--- config.mk ---
export PLATFORM = sky130hd
export DESIGN_NAME = tci_slave_port
export DESIGN_NICKNAME = d
export VERILOG_FILES = /design/src/tci_pkg.sv /design/src/tci_fifo.sv /design/src/tci_reg_mem.sv /design/src/tci_slave_port.sv
export SDC_FILE = /design/constraint.sdc
export NUM_CORES = 1
export LEC_CHECK = 0
export BUFFER_PORTS_ARGS = -buffer_cell sky130_fd_sc_hd__buf_2
export CORE_ASPECT_RATIO = 0.5
export CORE_UTILIZATION = 50
export CTS_CLUSTER_DIAMETER = 60
export CTS_CLUSTER_SIZE = 8
export DETAILED_ROUTE_END_ITERATION = 10
export GPL_ROUTABILITY_DRIVEN = 0
export PLACE_DENSITY = 0.7
export SLEW_MARGIN = 0
export SYNTH_ARGS = -nofsm -noshare
export SYNTH_HDL_FRONTEND = slang
export SYNTH_SLANG_ARGS = --single-unit
--- constraint.sdc ---
create_clock -name i_ref_clk -period 3.35 [get_ports i_ref_clk]
set_input_delay 0.335 -clock i_ref_clk [delete_from_list [all_inputs] [get_ports i_ref_clk]]
set_output_delay 0.335 -clock i_ref_clk [all_outputs]
set_load 0.02 [all_outputs]
--- src/tci_pkg.sv ---
// constants and types shared by the touch controller serial slave port
package tci_pkg;

    // own slave address: low bit comes from the address select input
    localparam logic [6:0] TCI_SLV_ADDR_BASE = 7'h4c;
    localparam logic [6:0] TCI_SLV_ADDR_ALT = 7'h4d;

    // register space
    localparam int TCI_MEM_AW = 4;
    localparam int TCI_DATA_W = 8;
    localparam logic [7:0] TCI_REG_FIRST = 8'h00;
    localparam logic [7:0] TCI_REG_LAST = 8'h0b;
    localparam logic [7:0] TCI_REG_EVENT = 8'h00;
    localparam logic [7:0] TCI_REG_CFG = 8'h0a;
    localparam int TCI_CFG_COMM_EN_BIT = 0;
    localparam logic [7:0] TCI_CFG_RESET = 8'h00;

    // write buffer: pointer plus data per entry
    localparam int TCI_FIFO_DEPTH = 4;
    localparam int TCI_FIFO_W = 16;

    // serial byte framing
    localparam int TCI_CNT_W = 4;
    localparam logic [3:0] TCI_BYTE_BITS = 4'h8;
    localparam logic [3:0] TCI_CNT_ONE = 4'h1;

    // synchroniser slots
    localparam int TCI_SYNC_W = 4;
    localparam int TCI_SYN_SCL = 3;
    localparam int TCI_SYN_SDA = 2;
    localparam int TCI_SYN_ATTENTION_INPUT = 1;
    localparam int TCI_SYN_ASEL = 0;

    typedef enum logic [6:0] {
        TCI_ST_IDLE = 7'b0000001,
        TCI_ST_ADDR = 7'b0000010,
        TCI_ST_ACK_A = 7'b0000100,
        TCI_ST_RX = 7'b0001000,
        TCI_ST_ACK_R = 7'b0010000,
        TCI_ST_TX = 7'b0100000,
        TCI_ST_ACK_M = 7'b1000000
    } tci_state_t;

endpackage

--- src/tci_fifo.sv ---
// small first-in first-out buffer with valid/ready on both sides
`timescale 1ns/100ps
module tci_fifo #(
    parameter int WIDTH = 16,
    parameter int DEPTH = 4
) (
    input wire logic i_ref_clk,
    input wire logic i_sys_rst,
    input wire logic i_in_valid,
    output logic o_in_ready,
    input wire logic [WIDTH-1:0] i_in_data,
    output logic o_out_valid,
    input wire logic i_out_ready,
    output logic [WIDTH-1:0] o_out_data
);
    localparam int PW = $clog2(DEPTH);

    logic [WIDTH-1:0] mem_reg [DEPTH];
    logic [PW:0] wr_ptr_reg;
    logic [PW:0] rd_ptr_reg;
    logic do_push;
    logic do_pop;

    assign o_in_ready = (wr_ptr_reg - rd_ptr_reg) != (PW+1)'(DEPTH);
    assign o_out_valid = wr_ptr_reg != rd_ptr_reg;
    assign o_out_data = mem_reg[rd_ptr_reg[PW-1:0]];
    assign do_push = i_in_valid && o_in_ready;
    assign do_pop = o_out_valid && i_out_ready;

    always_ff @(posedge i_ref_clk)
    begin
        if (do_push)
        begin
            mem_reg[wr_ptr_reg[PW-1:0]] <= i_in_data;
        end
    end

    always_ff @(posedge i_ref_clk)
    begin
        if (i_sys_rst)
        begin
            wr_ptr_reg <= '0;
            rd_ptr_reg <= '0;
        end
        else
        begin
            if (do_push)
            begin
                wr_ptr_reg <= wr_ptr_reg + 1'b1;
            end
            if (do_pop)
            begin
                rd_ptr_reg <= rd_ptr_reg + 1'b1;
            end
        end
    end
endmodule // tci_fifo

--- src/tci_reg_mem.sv ---
// register space storage with one write port and a registered read port
`timescale 1ns/100ps
module tci_reg_mem #(
    parameter int AW = 4,
    parameter int DW = 8
) (
    input wire logic i_ref_clk,
    input wire logic i_sys_rst,
    input wire logic i_wr_en,
    input wire logic [AW-1:0] i_wr_addr,
    input wire logic [DW-1:0] i_wr_data,
    input wire logic i_rd_en,
    input wire logic [AW-1:0] i_rd_addr,
    output logic [DW-1:0] o_rd_data
);
    logic [DW-1:0] mem_reg [2**AW];

    always_ff @(posedge i_ref_clk)
    begin
        if (i_wr_en)
        begin
            mem_reg[i_wr_addr] <= i_wr_data;
        end
    end

    always_ff @(posedge i_ref_clk)
    begin
        if (i_sys_rst)
        begin
            o_rd_data <= '0;
        end
        else if (i_rd_en)
        begin
            o_rd_data <= mem_reg[i_rd_addr];
        end
    end
endmodule // tci_reg_mem

--- src/tci_slave_port.sv ---
// two-wire serial slave port of the rotary touch controller
// Operation
// - attention low sets communication enable bit
// - events pull open-drain interrupt line low
// - address 0x4c, or 0x4d when select high
// - clock input only; data open-drain, never high
// - start and stop seen while clock high
// - one bit per clock, stable while high
// - ninth clock carries acknowledge, held low
// - device acks writes, master acks reads
// - eighth address bit selects read or write
// - watch for start plus own address, ack only while communication is enabled
// - first written byte is the command byte
// - stop after command only keeps pointer
// - first data byte goes to pointed register
// - pointer advances after each accepted data byte
// - reads start at pointer and auto-increment
`timescale 1ns/100ps
module tci_slave_port (
    input wire logic i_ref_clk,
    input wire logic i_sys_rst,
    input wire logic i_scl,
    input wire logic i_sda,
    output logic o_sda_out,
    output logic o_sda_oe_n,
    input wire logic i_attention_input_n,
    input wire logic i_address_select_input,
    input wire logic i_event,
    output logic o_irq_out,
    output logic o_irq_oe_n,
    output logic o_comm_enable_bit
);
    import tci_pkg::*;

    logic [TCI_SYNC_W-1:0] raw_in;
    logic [TCI_SYNC_W-1:0] sync1_reg;
    logic [TCI_SYNC_W-1:0] sync2_reg;
    logic scl_s;
    logic sda_s;
    logic scl_d_reg;
    logic sda_d_reg;
    logic scl_rise;
    logic scl_fall;
    logic start_cond;
    logic stop_cond;

    tci_state_t state_reg;
    logic [7:0] shift_reg;
    logic [TCI_CNT_W-1:0] cnt_reg;
    logic [7:0] ptr_reg;
    logic [7:0] ptr_next;
    logic first_reg;
    logic rw_reg;
    logic sda_drv_reg;
    logic [6:0] own_addr;
    logic addr_hit;
    logic byte_end;

    logic rd_req_reg;
    logic rd_oob_reg;
    logic rd_cfg_reg;
    logic [TCI_DATA_W-1:0] rd_data;
    logic [TCI_DATA_W-1:0] tx_byte;

    logic comm_en_reg;
    logic irq_pend_reg;

    logic fifo_in_valid;
    logic fifo_in_ready;
    logic [TCI_FIFO_W-1:0] fifo_in_data;
    logic fifo_out_valid;
    logic fifo_out_ready;
    logic [TCI_FIFO_W-1:0] fifo_out_data;
    logic [7:0] drain_ptr;
    logic [7:0] drain_data;
    logic drain_fire;
    logic mem_wr_en;

    // clock, data, attention and address select inputs pass two flip-flops
    assign raw_in[TCI_SYN_SCL] = i_scl;
    assign raw_in[TCI_SYN_SDA] = i_sda;
    assign raw_in[TCI_SYN_ATTENTION_INPUT] = i_attention_input_n;
    assign raw_in[TCI_SYN_ASEL] = i_address_select_input;

    generate
        for (genvar g = 0; g < TCI_SYNC_W; g++)
        begin : g_sync
            always_ff @(posedge i_ref_clk)
            begin
                if (i_sys_rst)
                begin
                    sync1_reg[g] <= 1'b1;
                    sync2_reg[g] <= 1'b1;
                end
                else
                begin
                    sync1_reg[g] <= raw_in[g];
                    sync2_reg[g] <= sync1_reg[g];
                end
            end
        end
    endgenerate

    assign scl_s = sync2_reg[TCI_SYN_SCL];
    assign sda_s = sync2_reg[TCI_SYN_SDA];

    always_ff @(posedge i_ref_clk)
    begin
        if (i_sys_rst)
        begin
            scl_d_reg <= 1'b1;
            sda_d_reg <= 1'b1;
        end
        else
        begin
            scl_d_reg <= scl_s;
            sda_d_reg <= sda_s;
        end
    end

    // clock is only ever sampled, never driven
    assign scl_rise = scl_s && !scl_d_reg;
    assign scl_fall = !scl_s && scl_d_reg;
    assign start_cond = scl_s && scl_d_reg && sda_d_reg && !sda_s;
    assign stop_cond = scl_s && scl_d_reg && !sda_d_reg && sda_s;

    // address select picks the low address bit
    assign own_addr = sync2_reg[TCI_SYN_ASEL] ? TCI_SLV_ADDR_ALT
                                              : TCI_SLV_ADDR_BASE;
    assign addr_hit = (shift_reg[7:1] == own_addr) && comm_en_reg;
    assign byte_end = scl_fall && (cnt_reg == TCI_BYTE_BITS);

    // pointer wraps past the last register
    assign ptr_next = (ptr_reg == TCI_REG_LAST) ? TCI_REG_FIRST
                                                : ptr_reg + 8'h01;

    // byte to send, with the live enable bit merged into config
    always_comb
    begin
        tx_byte = rd_oob_reg ? 8'h00 : rd_data;
        if (rd_cfg_reg)
        begin
            tx_byte[TCI_CFG_COMM_EN_BIT] = comm_en_reg;
        end
    end

    // data bytes queue for the register space; refuse when full
    assign fifo_in_valid = byte_end && (state_reg == TCI_ST_RX)
                           && !first_reg;
    assign fifo_in_data = {ptr_reg, shift_reg};

    always_ff @(posedge i_ref_clk)
    begin
        if (i_sys_rst)
        begin
            state_reg <= TCI_ST_IDLE;
            shift_reg <= 8'h00;
            cnt_reg <= '0;
            ptr_reg <= TCI_REG_FIRST;
            first_reg <= 1'b0;
            rw_reg <= 1'b0;
            sda_drv_reg <= 1'b0;
        end
        else if (start_cond)
        begin
            state_reg <= TCI_ST_ADDR;
            cnt_reg <= '0;
            first_reg <= 1'b1;
            sda_drv_reg <= 1'b0;
        end
        else if (stop_cond)
        begin
            // pointer is kept; back to idle with the data line released
            state_reg <= TCI_ST_IDLE;
            sda_drv_reg <= 1'b0;
        end
        else
        begin
            case (state_reg)
                TCI_ST_IDLE:
                begin
                    sda_drv_reg <= 1'b0;
                end
                TCI_ST_ADDR:
                begin
                    if (scl_rise)
                    begin
                        shift_reg <= {shift_reg[6:0], sda_s};
                        cnt_reg <= cnt_reg + TCI_CNT_ONE;
                    end
                    else if (byte_end)
                    begin
                        if (addr_hit)
                        begin
                            state_reg <= TCI_ST_ACK_A;
                            sda_drv_reg <= 1'b1;
                            rw_reg <= shift_reg[0];
                        end
                        else
                        begin
                            state_reg <= TCI_ST_IDLE;
                        end
                    end
                end
                TCI_ST_ACK_A, TCI_ST_ACK_M:
                begin
                    if (scl_rise && state_reg == TCI_ST_ACK_M)
                    begin
                        if (sda_s)
                        begin
                            // master refused: stay off the bus
                            state_reg <= TCI_ST_IDLE;
                        end
                        else
                        begin
                            ptr_reg <= ptr_next;
                        end
                    end
                    else if (scl_fall)
                    begin
                        if (rw_reg)
                        begin
                            state_reg <= TCI_ST_TX;
                            sda_drv_reg <= !tx_byte[7];
                            shift_reg <= {tx_byte[6:0], 1'b0};
                            cnt_reg <= TCI_CNT_ONE;
                        end
                        else
                        begin
                            state_reg <= TCI_ST_RX;
                            sda_drv_reg <= 1'b0;
                            cnt_reg <= '0;
                        end
                    end
                end
                TCI_ST_RX:
                begin
                    if (scl_rise)
                    begin
                        shift_reg <= {shift_reg[6:0], sda_s};
                        cnt_reg <= cnt_reg + TCI_CNT_ONE;
                    end
                    else if (byte_end)
                    begin
                        state_reg <= TCI_ST_ACK_R;
                        if (first_reg)
                        begin
                            ptr_reg <= shift_reg;
                            first_reg <= 1'b0;
                            sda_drv_reg <= 1'b1;
                        end
                        else if (fifo_in_ready)
                        begin
                            ptr_reg <= ptr_next;
                            sda_drv_reg <= 1'b1;
                        end
                        else
                        begin
                            sda_drv_reg <= 1'b0;
                        end
                    end
                end
                TCI_ST_ACK_R:
                begin
                    if (scl_fall)
                    begin
                        state_reg <= TCI_ST_RX;
                        sda_drv_reg <= 1'b0;
                        cnt_reg <= '0;
                    end
                end
                TCI_ST_TX:
                begin
                    if (scl_fall)
                    begin
                        if (cnt_reg == TCI_BYTE_BITS)
                        begin
                            // release for the master's acknowledge
                            state_reg <= TCI_ST_ACK_M;
                            sda_drv_reg <= 1'b0;
                        end
                        else
                        begin
                            sda_drv_reg <= !shift_reg[7];
                            shift_reg <= {shift_reg[6:0], 1'b0};
                            cnt_reg <= cnt_reg + TCI_CNT_ONE;
                        end
                    end
                end
                default:
                begin
                    state_reg <= TCI_ST_IDLE;
                    sda_drv_reg <= 1'b0;
                end
            endcase
        end
    end

    // fetch one cycle after the ack clock rises, on the settled pointer
    always_ff @(posedge i_ref_clk)
    begin
        if (i_sys_rst)
        begin
            rd_req_reg <= 1'b0;
            rd_oob_reg <= 1'b0;
            rd_cfg_reg <= 1'b0;
        end
        else
        begin
            rd_req_reg <= scl_rise && !start_cond && !stop_cond
                          && ((state_reg == TCI_ST_ACK_A && rw_reg)
                          || (state_reg == TCI_ST_ACK_M && !sda_s));
            if (rd_req_reg)
            begin
                rd_oob_reg <= ptr_reg > TCI_REG_LAST;
                rd_cfg_reg <= ptr_reg == TCI_REG_CFG;
            end
        end
    end

    // reads own the storage port; the write buffer waits
    assign fifo_out_ready = !rd_req_reg;
    assign drain_fire = fifo_out_valid && fifo_out_ready;
    assign drain_ptr = fifo_out_data[15:8];
    assign drain_data = fifo_out_data[7:0];
    assign mem_wr_en = drain_fire && (drain_ptr <= TCI_REG_LAST);

    tci_fifo #(
        .WIDTH(TCI_FIFO_W),
        .DEPTH(TCI_FIFO_DEPTH)
    ) u_wr_fifo (
        .i_ref_clk(i_ref_clk),
        .i_sys_rst(i_sys_rst),
        .i_in_valid(fifo_in_valid),
        .o_in_ready(fifo_in_ready),
        .i_in_data(fifo_in_data),
        .o_out_valid(fifo_out_valid),
        .i_out_ready(fifo_out_ready),
        .o_out_data(fifo_out_data)
    );

    tci_reg_mem #(
        .AW(TCI_MEM_AW),
        .DW(TCI_DATA_W)
    ) u_reg_mem (
        .i_ref_clk(i_ref_clk),
        .i_sys_rst(i_sys_rst),
        .i_wr_en(mem_wr_en),
        .i_wr_addr(drain_ptr[TCI_MEM_AW-1:0]),
        .i_wr_data(drain_data),
        .i_rd_en(rd_req_reg),
        .i_rd_addr(ptr_reg[TCI_MEM_AW-1:0]),
        .o_rd_data(rd_data)
    );

    // attention low forces the enable on; a config write may clear it
    always_ff @(posedge i_ref_clk)
    begin
        if (i_sys_rst)
        begin
            comm_en_reg <= TCI_CFG_RESET[TCI_CFG_COMM_EN_BIT];
        end
        else if (!sync2_reg[TCI_SYN_ATTENTION_INPUT])
        begin
            comm_en_reg <= 1'b1;
        end
        else if (mem_wr_en && drain_ptr == TCI_REG_CFG)
        begin
            comm_en_reg <= drain_data[TCI_CFG_COMM_EN_BIT];
        end
    end

    // event pending until the event register is fetched; set wins
    always_ff @(posedge i_ref_clk)
    begin
        if (i_sys_rst)
        begin
            irq_pend_reg <= 1'b0;
        end
        else if (i_event)
        begin
            irq_pend_reg <= 1'b1;
        end
        else if (rd_req_reg && ptr_reg == TCI_REG_EVENT)
        begin
            irq_pend_reg <= 1'b0;
        end
    end

    // open-drain pins: only ever pull low
    assign o_sda_out = 1'b0;
    assign o_sda_oe_n = !sda_drv_reg;
    assign o_irq_out = 1'b0;
    assign o_irq_oe_n = !irq_pend_reg;
    assign o_comm_enable_bit = comm_en_reg;

endmodule // tci_slave_port

* Word level (Yosys, flattened, before mapping)
Memories as Yosys holds them, arrays and structs flattened. A register that Yosys moved wholly into a read port is not among the register bits. Cells that the tools add are included.
Storage, ports and cells: flip-flop bits (word level) 51, bits in writable memories 192, bits of input ports 7, output and inout port bits 5, word-level logic and storage cells 207, memories kept 2
Cells by class: $add $sub $neg 5, $lt $le $gt $ge 2, equality and inequality tests 45, multiplexer cells 70, bitwise operators 4, reduce and logical (&&, ||, !) cells 54
Memory list:
- u_reg_mem.mem_reg | depth 16, bits a word 8, read ports 1, clocked after memory_dff 1, write ports 1, line tci_reg_mem.sv:16 | logic [DW-1:0] mem_reg [2**AW];
- u_wr_fifo.mem_reg | depth 4, bits a word 16, read ports 1, clocked after memory_dff 1, write ports 1, line tci_fifo.sv:18 | logic [WIDTH-1:0] mem_reg [DEPTH];
Operators with widths (count):
- two-way mux 8 bit | 14
- two-way mux 7 bit | 10
- case mux 7 bit (6 select lines) | 1
- inequality test 2 bit, second input constant | 15
- two-way mux 1 bit | 29
- inequality test 4 bit, second input constant | 7
- == test 8 x 4 -> 1 bit, second input constant | 3
- two-way mux 4 bit | 6
- case mux 8 bit (3 select lines) | 1
- logical AND 1 bit | 22
- AND reduction 10 bit | 2
- AND reduction 9 bit | 2
- case mux 4 bit (4 select lines) | 1
- case mux 8 bit (2 select lines) | 1
- AND reduction 8 bit | 2
- logical NOT 1 bit | 12
- inequality test 3 bit, second input constant | 4
- inequality test 5 bit, second input constant | 2
- adder 8 x 1 -> 8 bit, second input constant | 1
- > comparator 8 x 4 -> 1 bit, second input constant | 1
- <= comparator 8 x 4 -> 1 bit, second input constant | 1
- logical NOT 8 bit | 1
- two-way mux 2 bit | 4
- nonzero test 2 bit | 4
- other kinds (26) | 34

* Depth between registers and ports, before layout
depth in word-level cells 9, gate-level depth with buffers 10, gate-level depth less buffers 8

* Cells and area by module
From an unflattened synthesis, not the netlist that was laid out.
Unflattened totals: cells, all modules 785, area, all modules 10949.3 um2
By module, submodules not included:
- tci_reg_mem | times used 1, cells each 316, area each 5343.9 um2, seq. area each 4003.8 um2
- tci_slave_port | times used 1, cells each 334, area each 2807.7 um2, seq. area each 900.9 um2
- tci_fifo | times used 1, cells each 135, area each 2797.7 um2, seq. area each 2082.0 um2

* Worst setup path after synthesis
OpenSTA, ideal clock, no wires.
kind flip-flop to flip-flop, start memory u_wr_fifo.mem_reg[3][15], end memory u_reg_mem.mem_reg[6][0] (netlist: u_reg_mem.mem_reg[3][0]) (enable), setup time 370 ps, data arrival time 2205 ps, required time 2980 ps, path slack 774 ps, cell stages (with the launch flop) 6, path buffers 0, period minus slack after synthesis 2576 ps, cell sequence edfxtp_1 -> or4_1 -> mux4_2 -> nand2b_1 -> or3_1 -> nor2_1
RTL lines (line):
- from (decl) | tci_fifo.sv:18
- to (decl) | tci_reg_mem.sv:16

* Worst setup path in the final report
start register state_reg[3], end register ptr_reg[3]
On the way: longest elaborated chain between the ends 4, elaborated cells between the ends (all ways) 13, those cells by class eq/ne (8); mux (1); reduce/logical (4)
Ends and longest elaborated chain:
- from (decl) | line tci_slave_port.sv:47 | tci_state_t state_reg;
- from (signal assigned) | line tci_slave_port.sv:156 | state_reg <= TCI_ST_IDLE;
- from (signal assigned) | line tci_slave_port.sv:166 | state_reg <= TCI_ST_ADDR;
- from (signal assigned) | line tci_slave_port.sv:174 | state_reg <= TCI_ST_IDLE;
- == test 7 x 3 -> 1 bit / == test 7 bit (equally long branches) | line tci_slave_port.sv:179, tci_slave_port.sv:207
- OR reduction 2 bit / logical AND 1 bit (equally long branches) | line tci_slave_port.sv:179, tci_slave_port.sv:207
- inequality test 2 bit (no line) / nonzero test 2 bit (equally long branches)
- AND reduction 8 bit (no line)
- to (signal assigned) | line tci_slave_port.sv:216 | ptr_reg <= ptr_next;
- to (signal assigned) | line tci_slave_port.sv:248 | ptr_reg <= shift_reg;
- to (signal assigned) | line tci_slave_port.sv:254 | ptr_reg <= ptr_next;
- to (decl) | line tci_slave_port.sv:50 | logic [7:0] ptr_reg;
Several ways; a longest one is shown, not always the timed one. A chain may end at the register's enable or synchronous reset.

==> results.yml <==
yosys:
  synth_edf_count: 192
  yosysWarnings: 0
  synthArstFlopShare_pct: 0
  avgSynthCellArea_sq_um: 15.81
  netlist_instances: 670
  synth-main-ff-cell: "edfxtp_1"
  ys_types: 69
  ys_ff_latch: 253
  synth_area_sq_um: 10590
  synth-seq-area-share_pct: 65.97
final_layout:
  final_cell_mix: "192 x edfxtp_1, 59 x nor2_1, 59 x dfxtp_1"
  final_nets: 762
  mostFrequentLayoutCell: "edfxtp_1"
  final_cell_area_sq_um: 12170
  diodes: 0
  largest_register_ffs: 128
  syn2layout_area_growth_pct: 14.86
  layout-drive-gt1-share_pct: 22.53
power_and_ir_drop:
  ir_worst_vdd_v: 0.0002774
  power.density_cell_area_nw_per_um2: 588.1
  leakagePower_nw: 3.988
route:
  antenna_left: 0
  via_count: 6064
  wl_um: 21650
  drt-vias-per-instance: 5.825
  first_pass_iters: 5
  first_iter_violations: 650
  wl_per_cell_um: 20.79
  route.detailed.drc: 0
run:
  drv_cap: 0
timing:
  fin_crit_sh_pct: 84.19
  fin_crit_ns: 2.820
  rsz0062_at_grt: "no"
  finalSetupViolations: 0
  hold_viol_final: 0
  fmax_mhz: 354.6
  worst_pin_slew_ns: 0.9156
  drv_slew: 0
  finClkSkew_ns: 0.01845
  relSlewSlack_pct: 38.96
  tns_ns: 0
placement:
  portBuffers: 9
  place_area_sq_um: 11100
  hpwlAfterDp_um: 13380
clock_network:
  clock_latency_ns: 0.50
  post_cts_resized: 0
  cts_tree: "done"
  holdBufCountCts: 0
  root_buffer: "clkbuf_16"
  post_cts_buffers: 0
  clock_sinks: 253
  clk_path_buf_depth: 3
  htreeDepth: 2
  path_clk_slew_ns: 0.05
  cts_buffers: 37
grt:
  antenna_found_initial: 0
  grt_pass1_vias: 6092
  gr-usage-all-layers_pct: 20.55
  grt_pass1_wl_um: 34000
  gr-total-overflow: 0
  grt_max_degree: 51
critical_path:
  crit_chain: "or3b_2, nor4_4, o31ai_1, a221oi_4, mux2i_1, a21oi_1"
  cp_slowest_stage_delay_ns: 0.77
  endpoint_kind: "flip-flop"
  criticalPathCategory: "reg -> reg"
  crit_slowest_cell: "dfxtp_1"
  crit_required_ns: 3.70
  path_max_fanout: 16
  arrival_ns: 3.17
  cp-start-kind: "flip-flop"
floorplan:
  core_sq_um: 20650
  initial_core_util_pct: 51.30
  dieArea_sq_um: 21800
  die_h_um: 104.9
  ioPinCount: 12
  num_rows: 37
  die_w_um: 207.8
run_status:
  status: "finished clean"
worst_hold_path:
  worst_hold_path_type: "in -> reg"
path summary, 6_finish.rpt:
| path | cells past startpoint | startpoint | slack, ns | end |
|---|---|---|---|---|
| max | 6 | state_reg[3] | 0.53 | ptr_reg[3] |
| max reg2reg | 6 | state_reg[3] | 0.53 | ptr_reg[3] |
| min | 2 | i_address_select_input | 0.02 | sync1_reg[0] |
| min reg2reg | 1 | sync2_reg[1] | 0.41 | o_comm_enable_bit |
Yosys cell counts (5+ instances only):
master	count	share of area, %
xnor2_1	10	0.83
and2_1	5	0.30
mux4_2	53	11
buf_6	5	0.53
nor2_1	59	2.1
inv_1	14	0.50
nand2_1	20	0.71
nand3_1	10	0.47
or2_2	15	0.89
nand2b_1	13	0.77
nor3_1	10	0.47
edfxtp_1	192	54
mux2i_1	17	1.6
clkbuf_1	19	0.67
buf_2	6	0.28
or4_1	6	0.43
a21oi_1	26	1.2
nor4_1	6	0.35
dfxtp_1	61	12
ha_1	12	1.4
a211oi_1	13	0.92
nor3b_1	6	0.43
worst max-delay path, delay by kind of cell (launching register included):
kind / cells / cell delay [ns]
flops: 1 / 0.77
simple gates: 2 / 0.77
mux: 1 / 0.28
compound gates: 3 / 0.86
area by class of cell:
| class | count | area, sq um |
|---|---|---|
| clock buffers | 62 | 1041 |
| clock inverters | 2 | 21.27 |
| fillers | 1486 | 8482 |
| inverters | 14 | 52.55 |
| multi-input cells | 398 | 3437 |
| flip-flops and latches | 253 | 6989 |
| well taps | 273 | 341.6 |
| repair buffers | 39 | 282.8 |
logic make-up after synthesis:
group / count (synthesis) / share of synthesized area [%]
AO/OA/AOI/OAI: 78 / 5.363
XOR/XNOR: 14 / 1.158
adder cells (fa/ha/maj): 12 / 1.418
buffers and inverters: 52 / 2.752
flip-flops: 253 / 65.97
multiplexers: 70 / 12.88
other: 1 / 0.03541
AND/OR/NAND/NOR: 190 / 10.43
metrics by stage:
step	setup WS [ns]	total power, mW	cells	util, %	hold slack (ns)
after detailed placement	0.5782	3.854	977	53.78	0.3960
after CTS	0.5742	7.218	1041	58.92	0.01331
final	0.5296	7.154	1041	58.92	0.02473
after floorplan	0.7744	3.765	703	-	0.3847
after global routing	0.3793	7.382	1041	58.92	0.02180
after global placement	0.6523	3.841	977	53.78	0.3868
report_power, final:
part | leakage [nW] | internal [mW] | switching [mW] | total [mW]
logic | 1.22 | 0.116 | 0.180 | 0.296
clock network | 0.507 | 2.10 | 1.26 | 3.36
registers | 2.26 | 3.45 | 0.0444 | 3.50
metal layers:
metal	routed length, um	up-vias	track usage (%)
li1	-	2731	-
met5	0	-	0
met3	1533	56	3.787
met4	474	0	5.608
met2	10180	254	33.10
met1	9455	3023	28.91
Note: power is estimated with default switching activity, not from simulation.
